[src/logic/bldr_defs.svh]
`ifndef BLDR_DEFS_SVH
`define BLDR_DEFS_SVH
// Functional notes
// - Boot select 0xB loads the stream from one-time memory, by default pages 0x40 to 0xDF.
// - The one-time-memory start page is programmable, letting the stream grow to 3072 bytes.
// - Boot select 0xE sets the host port to 16-bit acknowledge handshaking, little endian.
// - Boot select 0xF sets the host port to 8-bit interrupt handshaking, little endian.
// - In 8-bit host boot the device pulses acknowledge each time sixteen 32-bit words may go.
// - A host interrupt command makes the device call code at 0xFFA00000.
// - Boot selects 0xB, 0xE and 0xF first read a 16-byte header with byte count and destination.
// - Any number of blocks load, then execution starts at the reset vector register.
// - Pre-boot reads one-time memory, whose settings can customize or disable modes.
// - The wait line marks the end of pre-boot, and never toggles in NAND boot.
// - One-time settings can make pre-boot set up PLL, regulator, DDR and async memory.
// - A wakeup from hibernate takes a faster boot path than a hardware reset.
// - On software reset, reset-config bits 6 to 4 skip pre-boot or loader, or fake a wakeup.

// ----------------------------------------
// Boot select codes
// ----------------------------------------
`define BLDR_SEL_NAND 4'hD
`define BLDR_SEL_OTP 4'hB
`define BLDR_SEL_HOST16 4'hE
`define BLDR_SEL_HOST8 4'hF
// ----------------------------------------
// One-time memory layout
// ----------------------------------------
`define BLDR_OTP_START_DEF 8'h40
`define BLDR_OTP_LAST_PAGE 8'hDF
`define BLDR_OTP_MAX_BYTES 12'hC00
`define BLDR_OTP_PAGE_BYTES 12'h010
`define BLDR_OTP_CFG_ADDR 8'h00
`define BLDR_PAGE_LAST_WORD 2'h3
// Config word bits
`define BLDR_CFG_OTP_DIS 0
`define BLDR_CFG_HOST_DIS 1
`define BLDR_CFG_PLL 2
`define BLDR_CFG_VREG 3
`define BLDR_CFG_DDR 4
`define BLDR_CFG_ASYNC 5
`define BLDR_CFG_START_LSB 8
`define BLDR_CFG_START_MSB 15
// ----------------------------------------
// Reset config and addresses
// ----------------------------------------
`define BLDR_RCFG_NO_PRE 4
`define BLDR_RCFG_NO_LOAD 5
`define BLDR_RCFG_WAKE 6
`define BLDR_HDR_BYTES 5'h10
`define BLDR_HDR_WORDS 2'h3
`define BLDR_CALL_ADDR 32'hFFA00000
`define BLDR_FIFO_WORDS 5'h10
`define BLDR_FLAG_LAST 0
`define BLDR_FLAG_CALL 1
`endif

[src/logic/bldr_pkg.sv]
package bldr_pkg;
    // Host port width and handshake style
    typedef struct packed {
        logic wide16;
        logic ack_style;
        logic little_endian;
    } bldr_port_cfg_t;
    // Decoded block header
    typedef struct packed {
        logic [31:0] dest;
        logic [31:0] count;
        logic [31:0] flags;
    } bldr_hdr_t;
    typedef enum logic [3:0] {
        ST_IDLE, ST_PRE_CFG, ST_PRE_SETUP, ST_HDR, ST_DATA, ST_CALL, ST_CALL_WAIT,
        ST_JUMP, ST_DONE, ST_FAIL
    } bldr_state_t;
endpackage

[src/logic/bldr_core.sv]
`timescale 1ns/1ps
`include "bldr_defs.svh"
module bldr_core (
    input wire logic ref_clk,
    input wire logic rstn,
    input wire logic [3:0] boot_select_pins,
    input wire logic soft_reset,
    input wire logic hib_wakeup,
    input wire logic [2:0] system_reset_config,
    input wire logic [31:0] reset_vector_register,
    output logic [7:0] otp_addr,
    output logic otp_rd,
    input wire logic [31:0] otp_rdata,
    input wire logic otp_rvalid,
    input wire logic host_wr,
    input wire logic [31:0] host_wdata,
    input wire logic host_interrupt_command,
    output logic host_cfg_ok,
    output logic host_ready,
    output logic host_ack,
    output logic host_wait_line,
    output bldr_pkg::bldr_port_cfg_t port_cfg,
    output logic [3:0] setup_req,
    output logic mem_wr,
    output logic [31:0] mem_addr,
    output logic [31:0] mem_wdata,
    output logic call_req,
    input wire logic call_ret,
    output logic exec_start,
    output logic [31:0] exec_addr,
    output logic boot_fail,
    output logic fast_path
);
    bldr_pkg::bldr_state_t state_q;
    logic [3:0] sel_q;
    logic armed_q;
    logic [31:0] cfg_q;
    logic [7:0] page_q;
    logic [11:0] otp_bytes_q;
    logic [1:0] hdr_idx_q;
    bldr_pkg::bldr_hdr_t hdr_q;
    logic [4:0] fifo_cnt_q;
    logic skip_pre_q;
    logic skip_load_q;
    logic rd_pend_q;
    logic [1:0] rd_word_q;

    // ----------------------------------------
    // Word source
    // ----------------------------------------
    function automatic logic is_host(input logic [3:0] s);
        is_host = (s == `BLDR_SEL_HOST16) || (s == `BLDR_SEL_HOST8);
    endfunction

    logic src_host;
    logic word_v;
    logic [31:0] word;
    assign src_host = is_host(sel_q);
    // Host port and one-time memory share the loader path
    assign word_v = src_host ? host_wr : otp_rvalid;
    assign word = src_host ? host_wdata : otp_rdata;

    // ----------------------------------------
    // Boot select capture
    // ----------------------------------------
    // Caught one clock after release; a reset value of a pin is not allowed
    always_ff @(posedge ref_clk or negedge rstn) begin
        if (!rstn) begin
            sel_q <= 4'h0;
            armed_q <= 1'b0;
            skip_pre_q <= 1'b0;
            skip_load_q <= 1'b0;
            fast_path <= 1'b0;
        end else if (!armed_q) begin
            armed_q <= 1'b1;
            sel_q <= boot_select_pins;
            skip_pre_q <= soft_reset && system_reset_config[`BLDR_RCFG_NO_PRE - 4];
            skip_load_q <= soft_reset && system_reset_config[`BLDR_RCFG_NO_LOAD - 4];
            // Wakeup skips the one-time readout for speed
            fast_path <= hib_wakeup ||
                (soft_reset && system_reset_config[`BLDR_RCFG_WAKE - 4]);
        end
    end

    // ----------------------------------------
    // Host port setup
    // ----------------------------------------
    always_ff @(posedge ref_clk or negedge rstn) begin
        if (!rstn) begin
            port_cfg <= '0;
        end else begin
            port_cfg.wide16 <= (sel_q == `BLDR_SEL_HOST16);
            port_cfg.ack_style <= (sel_q == `BLDR_SEL_HOST16);
            port_cfg.little_endian <= src_host;
        end
    end

    // ----------------------------------------
    // Sequencer
    // ----------------------------------------
    always_ff @(posedge ref_clk or negedge rstn) begin
        if (!rstn) begin
            state_q <= bldr_pkg::ST_IDLE;
            cfg_q <= 32'h0;
            page_q <= `BLDR_OTP_START_DEF;
            hdr_idx_q <= 2'h0;
            hdr_q <= '0;
            setup_req <= 4'h0;
            mem_wr <= 1'b0;
            mem_addr <= 32'h0;
            mem_wdata <= 32'h0;
            call_req <= 1'b0;
            exec_start <= 1'b0;
            exec_addr <= 32'h0;
            boot_fail <= 1'b0;
        end else begin
            mem_wr <= 1'b0;
            exec_start <= 1'b0;
            setup_req <= 4'h0;
            case (state_q)
                bldr_pkg::ST_IDLE: begin
                    if (armed_q) begin
                        if (skip_load_q) begin
                            state_q <= bldr_pkg::ST_JUMP;
                        end else if (skip_pre_q || fast_path) begin
                            state_q <= bldr_pkg::ST_HDR;
                        end else begin
                            state_q <= bldr_pkg::ST_PRE_CFG;
                        end
                    end
                end
                bldr_pkg::ST_PRE_CFG: begin
                    // Drain the whole page so no config word leaks into the header
                    if (otp_rvalid) begin
                        if (rd_word_q == 2'h0) begin
                            cfg_q <= otp_rdata;
                        end
                        if (rd_word_q == `BLDR_PAGE_LAST_WORD) begin
                            state_q <= bldr_pkg::ST_PRE_SETUP;
                        end
                    end
                end
                bldr_pkg::ST_PRE_SETUP: begin
                    setup_req <= {cfg_q[`BLDR_CFG_ASYNC], cfg_q[`BLDR_CFG_DDR],
                        cfg_q[`BLDR_CFG_VREG], cfg_q[`BLDR_CFG_PLL]};
                    if (cfg_q[`BLDR_CFG_START_MSB:`BLDR_CFG_START_LSB] != 8'h00) begin
                        page_q <= cfg_q[`BLDR_CFG_START_MSB:`BLDR_CFG_START_LSB];
                    end
                    if ((sel_q == `BLDR_SEL_OTP && cfg_q[`BLDR_CFG_OTP_DIS]) ||
                        (src_host && cfg_q[`BLDR_CFG_HOST_DIS])) begin
                        state_q <= bldr_pkg::ST_FAIL;
                    end else begin
                        state_q <= bldr_pkg::ST_HDR;
                    end
                end
                bldr_pkg::ST_HDR: begin
                    if (src_host && host_interrupt_command) begin
                        state_q <= bldr_pkg::ST_CALL;
                    end else if (word_v) begin
                        hdr_idx_q <= hdr_idx_q + 2'h1;
                        case (hdr_idx_q)
                            2'h0: hdr_q.dest <= word;
                            2'h1: hdr_q.count <= word;
                            2'h2: hdr_q.flags <= word;
                            default: begin
                                hdr_idx_q <= 2'h0;
                                state_q <= (hdr_q.flags[`BLDR_FLAG_CALL]) ?
                                    bldr_pkg::ST_CALL : bldr_pkg::ST_DATA;
                            end
                        endcase
                    end
                end
                bldr_pkg::ST_DATA: begin
                    if (hdr_q.count == 32'h0) begin
                        // Last flag ends the stream, else next header
                        state_q <= hdr_q.flags[`BLDR_FLAG_LAST] ?
                            bldr_pkg::ST_JUMP : bldr_pkg::ST_HDR;
                    end else if (word_v) begin
                        mem_wr <= 1'b1;
                        mem_addr <= hdr_q.dest;
                        mem_wdata <= word;
                        hdr_q.dest <= hdr_q.dest + 32'h4;
                        hdr_q.count <= (hdr_q.count > 32'h4) ? hdr_q.count - 32'h4 : 32'h0;
                    end
                end
                bldr_pkg::ST_CALL: begin
                    call_req <= 1'b1;
                    exec_addr <= `BLDR_CALL_ADDR;
                    state_q <= bldr_pkg::ST_CALL_WAIT;
                end
                bldr_pkg::ST_CALL_WAIT: begin
                    // Callee may never return; loader just waits
                    if (call_ret) begin
                        call_req <= 1'b0;
                        hdr_idx_q <= 2'h0;
                        hdr_q.flags <= 32'h0;
                        state_q <= bldr_pkg::ST_HDR;
                    end
                end
                bldr_pkg::ST_JUMP: begin
                    exec_start <= 1'b1;
                    exec_addr <= reset_vector_register;
                    state_q <= bldr_pkg::ST_DONE;
                end
                bldr_pkg::ST_DONE: begin
                    state_q <= bldr_pkg::ST_DONE;
                end
                bldr_pkg::ST_FAIL: begin
                    boot_fail <= 1'b1;
                end
                default: begin
                    state_q <= bldr_pkg::ST_IDLE;
                end
            endcase
        end
    end

    // ----------------------------------------
    // One-time memory read pointer
    // ----------------------------------------
    // One read in flight at a time; page_q counts 16-byte pages
    logic otp_need;
    assign otp_need = (state_q == bldr_pkg::ST_PRE_CFG) ||
        (sel_q == `BLDR_SEL_OTP &&
         (state_q == bldr_pkg::ST_HDR || state_q == bldr_pkg::ST_DATA));
    always_ff @(posedge ref_clk or negedge rstn) begin
        if (!rstn) begin
            otp_rd <= 1'b0;
            otp_addr <= 8'h00;
            rd_pend_q <= 1'b0;
            rd_word_q <= 2'h0;
            otp_bytes_q <= 12'h000;
        end else begin
            otp_rd <= 1'b0;
            // A page streams four words; the read stays open until the last
            if (otp_rvalid) begin
                rd_word_q <= rd_word_q + 2'h1;
                if (rd_word_q == `BLDR_PAGE_LAST_WORD) begin
                    rd_pend_q <= 1'b0;
                end
            end else if (otp_need && !rd_pend_q && !otp_rd) begin
                rd_word_q <= 2'h0;
                if (state_q == bldr_pkg::ST_PRE_CFG) begin
                    otp_addr <= `BLDR_OTP_CFG_ADDR;
                    otp_rd <= 1'b1;
                    rd_pend_q <= 1'b1;
                end else if (otp_bytes_q < `BLDR_OTP_MAX_BYTES &&
                             (page_q + otp_bytes_q[11:4]) <= `BLDR_OTP_LAST_PAGE) begin
                    otp_addr <= page_q + otp_bytes_q[11:4];
                    otp_rd <= 1'b1;
                    rd_pend_q <= 1'b1;
                    otp_bytes_q <= otp_bytes_q + `BLDR_OTP_PAGE_BYTES;
                end
            end
        end
    end

    // ----------------------------------------
    // Host handshake and wait line
    // ----------------------------------------
    logic loading;
    assign loading = (state_q == bldr_pkg::ST_HDR) || (state_q == bldr_pkg::ST_DATA);
    always_ff @(posedge ref_clk or negedge rstn) begin
        if (!rstn) begin
            host_cfg_ok <= 1'b0;
            host_ready <= 1'b0;
            host_ack <= 1'b0;
            host_wait_line <= 1'b0;
            fifo_cnt_q <= 5'h00;
        end else begin
            host_cfg_ok <= src_host && state_q == bldr_pkg::ST_HDR;
            host_ready <= (sel_q == `BLDR_SEL_HOST16) && loading;
            // Wait line held still in NAND boot
            host_wait_line <= (sel_q != `BLDR_SEL_NAND) && loading;
            host_ack <= 1'b0;
            if (sel_q == `BLDR_SEL_HOST8 && loading) begin
                if (state_q == bldr_pkg::ST_HDR && hdr_idx_q == 2'h0 && fifo_cnt_q == 5'h00) begin
                    host_ack <= 1'b1;
                    fifo_cnt_q <= `BLDR_FIFO_WORDS;
                end else if (host_wr && fifo_cnt_q != 5'h00) begin
                    if (fifo_cnt_q == 5'h01) begin
                        host_ack <= 1'b1;
                        fifo_cnt_q <= `BLDR_FIFO_WORDS;
                    end else begin
                        fifo_cnt_q <= fifo_cnt_q - 5'h01;
                    end
                end
            end
        end
    end
endmodule

[config.mk]
export PLATFORM = sky130hd
export DESIGN_NAME = bldr_core
export DESIGN_NICKNAME = d
export VERILOG_FILES = /design/src/logic/bldr_pkg.sv /design/src/logic/bldr_core.sv
export VERILOG_INCLUDE_DIRS = /design/src /design/src/logic
export SDC_FILE = /design/constraint.sdc
export NUM_CORES = 1
export LEC_CHECK = 0
export CAP_MARGIN = 20
export CELL_PAD_IN_SITES_DETAIL_PLACEMENT = 0
export CELL_PAD_IN_SITES_GLOBAL_PLACEMENT = 1
export CORE_MARGIN = 1
export CORE_UTILIZATION = 48
export CTS_BUF_LIST = sky130_fd_sc_hd__clkbuf_4 sky130_fd_sc_hd__clkbuf_8 sky130_fd_sc_hd__clkbuf_16
export DETAILED_ROUTE_END_ITERATION = 16
export DONT_BUFFER_PORTS = 1
export GPL_ROUTABILITY_DRIVEN = 0
export PLACE_DENSITY = 0.87
export SKIP_CTS_REPAIR_TIMING = 1
export SLEW_MARGIN = 40
export SYNTH_ARGS = -nofsm -noshare
export SYNTH_HDL_FRONTEND = slang
export SYNTH_SLANG_ARGS = --single-unit
[constraint.sdc]
create_clock -name ref_clk -period 3.41 [get_ports ref_clk]
set_input_delay 0.341 -clock ref_clk [delete_from_list [all_inputs] [get_ports ref_clk]]
set_output_delay 0.341 -clock ref_clk [all_outputs]
set_load 0.005 [all_outputs]
; ---- After elaboration in Yosys (flattened, before gate mapping)
; Cells that the tools add are included.
[totals]
reg_bits = 243
output_inout_bits = 121
wordCells = 193
[classes]
add_sub_neg = 7
order_cmp = 3
n_eq_ne = 32
n_mux = 60
bitwise = 4
n_reduce_logical = 55
[op_table]
columns = op, n
row1 = two-way mux 96 bit, 2
row2 = two-way mux 32 bit, 5
row3 = two-way mux 64 bit, 2
row4 = case mux 64 bit (2 select lines), 1
row5 = case mux 32 bit (2 select lines), 1
row6 = two-way mux 4 bit, 10
row7 = case mux 4 bit (9 select lines), 1
row8 = "adder 32 x 3 -> 32 bit, second input constant", 1
row9 = "greater-than comparator 32 x 3 -> 1 bit, second input constant", 1
row10 = zero test 32 bit, 1
row11 = "subtractor 32 x 3 -> 32 bit, second input constant", 1
row12 = "equality test 4 bit, second input constant", 5
row13 = two-way mux 1 bit, 20
row14 = "inequality test 2 bit, second input constant", 9
row15 = logical AND 1 bit, 17
row16 = "equality test 4 x 3 -> 1 bit, second input constant", 4
row17 = two-way mux 2 bit, 8
row18 = two-way mux 8 bit, 2
row19 = two-way mux 5 bit, 3
row20 = nonzero test 2 bit, 7
row21 = "adder 12 x 5 -> 12 bit, second input constant", 1
row22 = "less-than comparator 12 bit, second input constant", 1
row23 = AND reduction 3 bit, 4
row24 = AND reduction 6 bit, 2
row25 = 30 further kinds, 52

; ---- Longest topological paths before layout
[depth]
word_depth = 8
mapped_depth = 10

; ---- Worst setup path before layout
; OpenSTA, ideal clock, no wires.
[synth_path]
path_kind = reg2reg
startpoint = register otp_bytes_q[4]
endpoint = register otp_addr[0]
setup_ns = 0.066
arrival_time_ns = 2.517
path_slack_ns = 0.827
stages_incl_launch_ff = 9
synth_period_minus_slack_ns = 2.583
path_cell_list = dfrtp_1 ha_1 fa_1 a211oi_1 o21a_1 a211o_1 o211ai_1 a31oi_1 a22o_1
[synth_via]
elab_chain_cells = 5
elab_cells_between_ends = 8
[synth_lines]
columns = item, line
row1 = "start, declared", bldr_core.sv:39  ; logic [11:0] otp_bytes_q;
row2 = "start signal, assigned", bldr_core.sv:252  ; otp_bytes_q <= otp_bytes_q + `BLDR_OTP_PAGE_BYTES;
row3 = adder 8 bit, "bldr_core.sv:248, bldr_core.sv:249"
row4 = <= comparator 8 bit (no source line), --
row5 = logical AND 1 bit (no source line), --
row6 = nonzero test 2 bit (no source line), --
row7 = AND reduction 3 bit (no source line), --
row8 = "end signal, assigned", bldr_core.sv:244  ; otp_addr <= `BLDR_OTP_CFG_ADDR;
row9 = "end signal, assigned", bldr_core.sv:249  ; otp_addr <= page_q + otp_bytes_q[11:4];
row10 = "end, declared", bldr_core.sv:11  ; output logic [7:0] otp_addr,
; Several ways; a longest one is shown, not always the timed one. The select of a mux whose other input is x is not followed.
; A chain may end at the register's enable or synchronous reset.

; ---- Worst setup path in the final report
[layout_path]
startpoint = register hdr_q[47] (netlist bit)
endpoint = register hdr_q[42] (netlist bit)
[layout_via]
elab_chain_cells = 5
elab_cells_between_ends = 8
[layout_lines]
columns = item, line
row1 = "start, declared", bldr_core.sv:41  ; bldr_pkg::bldr_hdr_t hdr_q;
row2 = greater-than comparator 32 x 3 -> 1 bit, bldr_core.sv:183  ; hdr_q.count <= (hdr_q.count > 32'h4) ? hdr_q.count - 32'h4 : 32'h0;
row3 = two-way mux 32 bit, bldr_core.sv:183
row4 = two-way mux 64 bit, bldr_core.sv:178  ; end else if (word_v) begin
row5 = two-way mux 64 bit, bldr_core.sv:174  ; if (hdr_q.count == 32'h0) begin
row6 = case mux 64 bit (2 select lines), bldr_core.sv:120  ; case (state_q)
; Several ways; a longest one is shown, not always the timed one. The select of a mux whose other input is x is not followed.

==> reports/qor.txt <==
Netlist cell types: 81
EDFF count, synth: 0
RSZ-0062 raised after global routing: no
Mapped cell area: 11800 um2
Die width: 159 um
Clk Latency, worst-skew pair: 0.53 ns
Wire length per cell: 19.5 um
Number of buffers created by CTS: 25
DRT iter0 DRCs: 872
Asr flop ratio synth: 100%
Max_cap viols: 0
Initial antenna violation count: 0
Setup TNS: 0 ns
Hold slack: -0.485 ns
Total Wirelength: 32500 um
Layout area overhead: 14.1%
Buffers on Ports: 0
Power, Total: 11.3 mW
Slew Viols, Final: 0
CTS sink count: 237
Drt pass-1 iters: 5
Most common cell after layout, fill and taps aside: nand2_1
Fmax: 365 MHz
Critical path arrival: 3.16 ns
Cell taking the most area after synthesis: dfrtp_1
Root buffer cell: clkbuf_16
Post-Syn Area per Cell: 9.12 um2
Register bit count reported by yosys: 237
Site Rows: 57
Sequential-to-total area share from yosys stat: 50.2%
Global-route wire length before repair: 51000 um
Vias/cell: 5.94
CTS max path bufs: 3
DRC: 0
Number of global-route vias before repair: 9406
Layout Nets: 1460
Top-Level Pins: 232
Crit path time final: 2.74 ns
Peak VDD IR: 0.389 mV
Synth top area share: 50.0%
Core area: 24200 um2
Final worst path period share: 80.4%
H-tree depth: 1
Yosys Warn Count: 0
Pwr dens: 841 nW/um2
# fillers: 2102
Dpl hpwl: 22500 um
Antenna-violating nets left: 0
Via count: 9904
Synthesized Nets: 1427
Layout Skew: 0.0151 ns
CP max FO: 12
Final hold violations: 237
Layout cells sized above 1: 9.38%
Run status: complete, but fails checks
Mapped Cells: 1295
Grt total ovfl: 0
CTS tree: built
Largest net degree at the start of global routing: 238
Top_reg_cell synth: dfrtp_1
Worst Max-Slew Pin Slew: 0.769 ns
Gr usage total: 25.1%
Final setup viols: 0
Initial cell density of the core: 48.7%
Die height: 159 um
Top post-synthesis cells by area: dfrtp_1, nand2_1, o21ai_0, a21oi_1, nor2_1
Commonest cells after routing, fill and taps aside: nand2_1, dfrtp_1, o21ai_0
Crit end category: flop
Clk slew on worst S/H paths: 0.07 ns
Worst endpoint required time: 3.82 ns
Max_slew headroom: 47.3%
Die Footprint: 25200 um2
CP Class: flop to flop
Ant diodes: 0
Failing checks: negative hold slack
Leak: 6.21 nW
Min-delay worst type: input pin to asynchronous set/reset pin
Startpoint Class: flop
==> routing by layer <==
metal	global-route usage (%)	vias up	wire [um]	part of all wire, %
met5	0	-	0	0
met2	38.8	417	14800	45
met3	5.75	87	2650	8.1
met1	33.9	4783	13900	43
met4	10.8	0	1250	3.8
li1	-	4617	-	-
==> registers in the layout, indices dropped and copies added, names as in the netlist, 4 cells and up <==
| register | cells |
|---|---|
| sel_q | 4 |
| otp_bytes_q | 8 |
| setup_req | 4 |
| page_q | 8 |
| state_q | 4 |
| hdr_q | 66 |
| fifo_cnt_q | 5 |
| cfg_q | 14 |
| mem_wdata | 32 |
| mem_addr | 32 |
| otp_addr | 8 |
| exec_addr | 32 |
==> metrics by stage <==
step           hold slack [ns]  worst slack [ns]  util, %  cells  instance area [um2]
2_1_floorplan           0.0454             0.827        -   1295                11800
3_3_place_gp            0.0519             0.720     49.7   1570                12100
3_5_place_dp            0.0515             0.689     49.8   1570                12100
4_1_cts                 -0.502             0.678     53.3   1613                12900
5_1_grt                 -0.504             0.427     55.6   1668                13500
6_report                -0.485             0.667     55.6   1668                13500
==> where the power goes <==
part           switching, mW  internal (mW)  leakage, nW  total (mW)
Clock                   1.11           1.76        0.428        2.87
Sequential              1.17           3.99         2.98        5.16
Combinational           1.95           1.35         2.81        3.30
Total                   4.23           7.10         6.21        11.3
==> critical path, stage by stage, from the launching register on <==
cell      delay (ns)
dfrtp_1         0.41
or4_4           0.57
nand4b_4        0.26
or3_4           0.47
o21ai_2         0.43
buf_4           0.28
o21ai_0         0.10
o311ai_0        0.09
==> cell usage after synthesis, drive strengths merged (4+ instances only) <==
| cell | number |
|---|---|
| a22o | 13 |
| mux2i | 21 |
| nand4 | 13 |
| dfrtp | 236 |
| inv | 32 |
| or3 | 11 |
| buf | 37 |
| a31oi | 11 |
| mux2 | 28 |
| a21boi | 4 |
| and2 | 7 |
| nand2b | 7 |
| o221ai | 6 |
| nor3 | 32 |
| a21o | 5 |
| o211ai | 13 |
| nor3b | 5 |
| clkbuf | 36 |
| and3 | 13 |
| nor4 | 11 |
| o22ai | 16 |
| nand3 | 27 |
| ha | 20 |
| o31ai | 4 |
| nor2 | 86 |
| a211oi | 7 |
| a2bb2oi | 8 |
| o21ai | 127 |
| or2 | 5 |
| nand2 | 310 |
| xnor2 | 8 |
| a21oi | 71 |
==> cell families (layout without fill, tap and decap cells) <==
kind of cell	after synthesis	count (layout)	share of synthesized area (%)
AND/OR/NAND/NOR	548	548	20.8
multiplexers	49	49	4.45
other	1	1	0.0317
buffers and inverters	105	154	4.13
AO/OA/AOI/OAI	323	323	17.3
XOR/XNOR	11	11	0.815
adder cells (fa/ha/maj)	21	21	2.29
flip-flops	237	237	50.2
==> worst paths after layout <==
kind                                             from                         to  slack, ns  cells after the start
worst min register to register   cfg_q[4]$_DFFE_PN0P_     setup_req[2]$_DFF_PN0_       0.48                      1
max in group asynchronous                        rstn  exec_addr[11]$_DFFE_PN0P_       3.47                      0
worst max register to register  hdr_q[47]$_DFFE_PN0P_      hdr_q[42]$_DFFE_PN0P_       0.67                      7
min in group ref_clk                       hib_wakeup      fast_path$_DFFE_PN0N_          0                      2
worst max-delay path            hdr_q[47]$_DFFE_PN0P_      hdr_q[42]$_DFFE_PN0P_       0.67                      7
worst min-delay path                             rstn   mem_addr[18]$_DFFE_PN0P_      -0.49                      0
==> area by class of cell <==
cell class	count	area [um2]	area share, %
Clock inverter	8	146	1.09
Clock buffer	35	713	5.29
Multi-Input combinational cell	953	5420	40.2
Inverter	32	120	0.891
Sequential cell	237	5930	44.0
Timing Repair Buffer	79	743	5.51
Tap cell	324	405	3.01
Note: power is estimated with default switching activity, not from simulation.
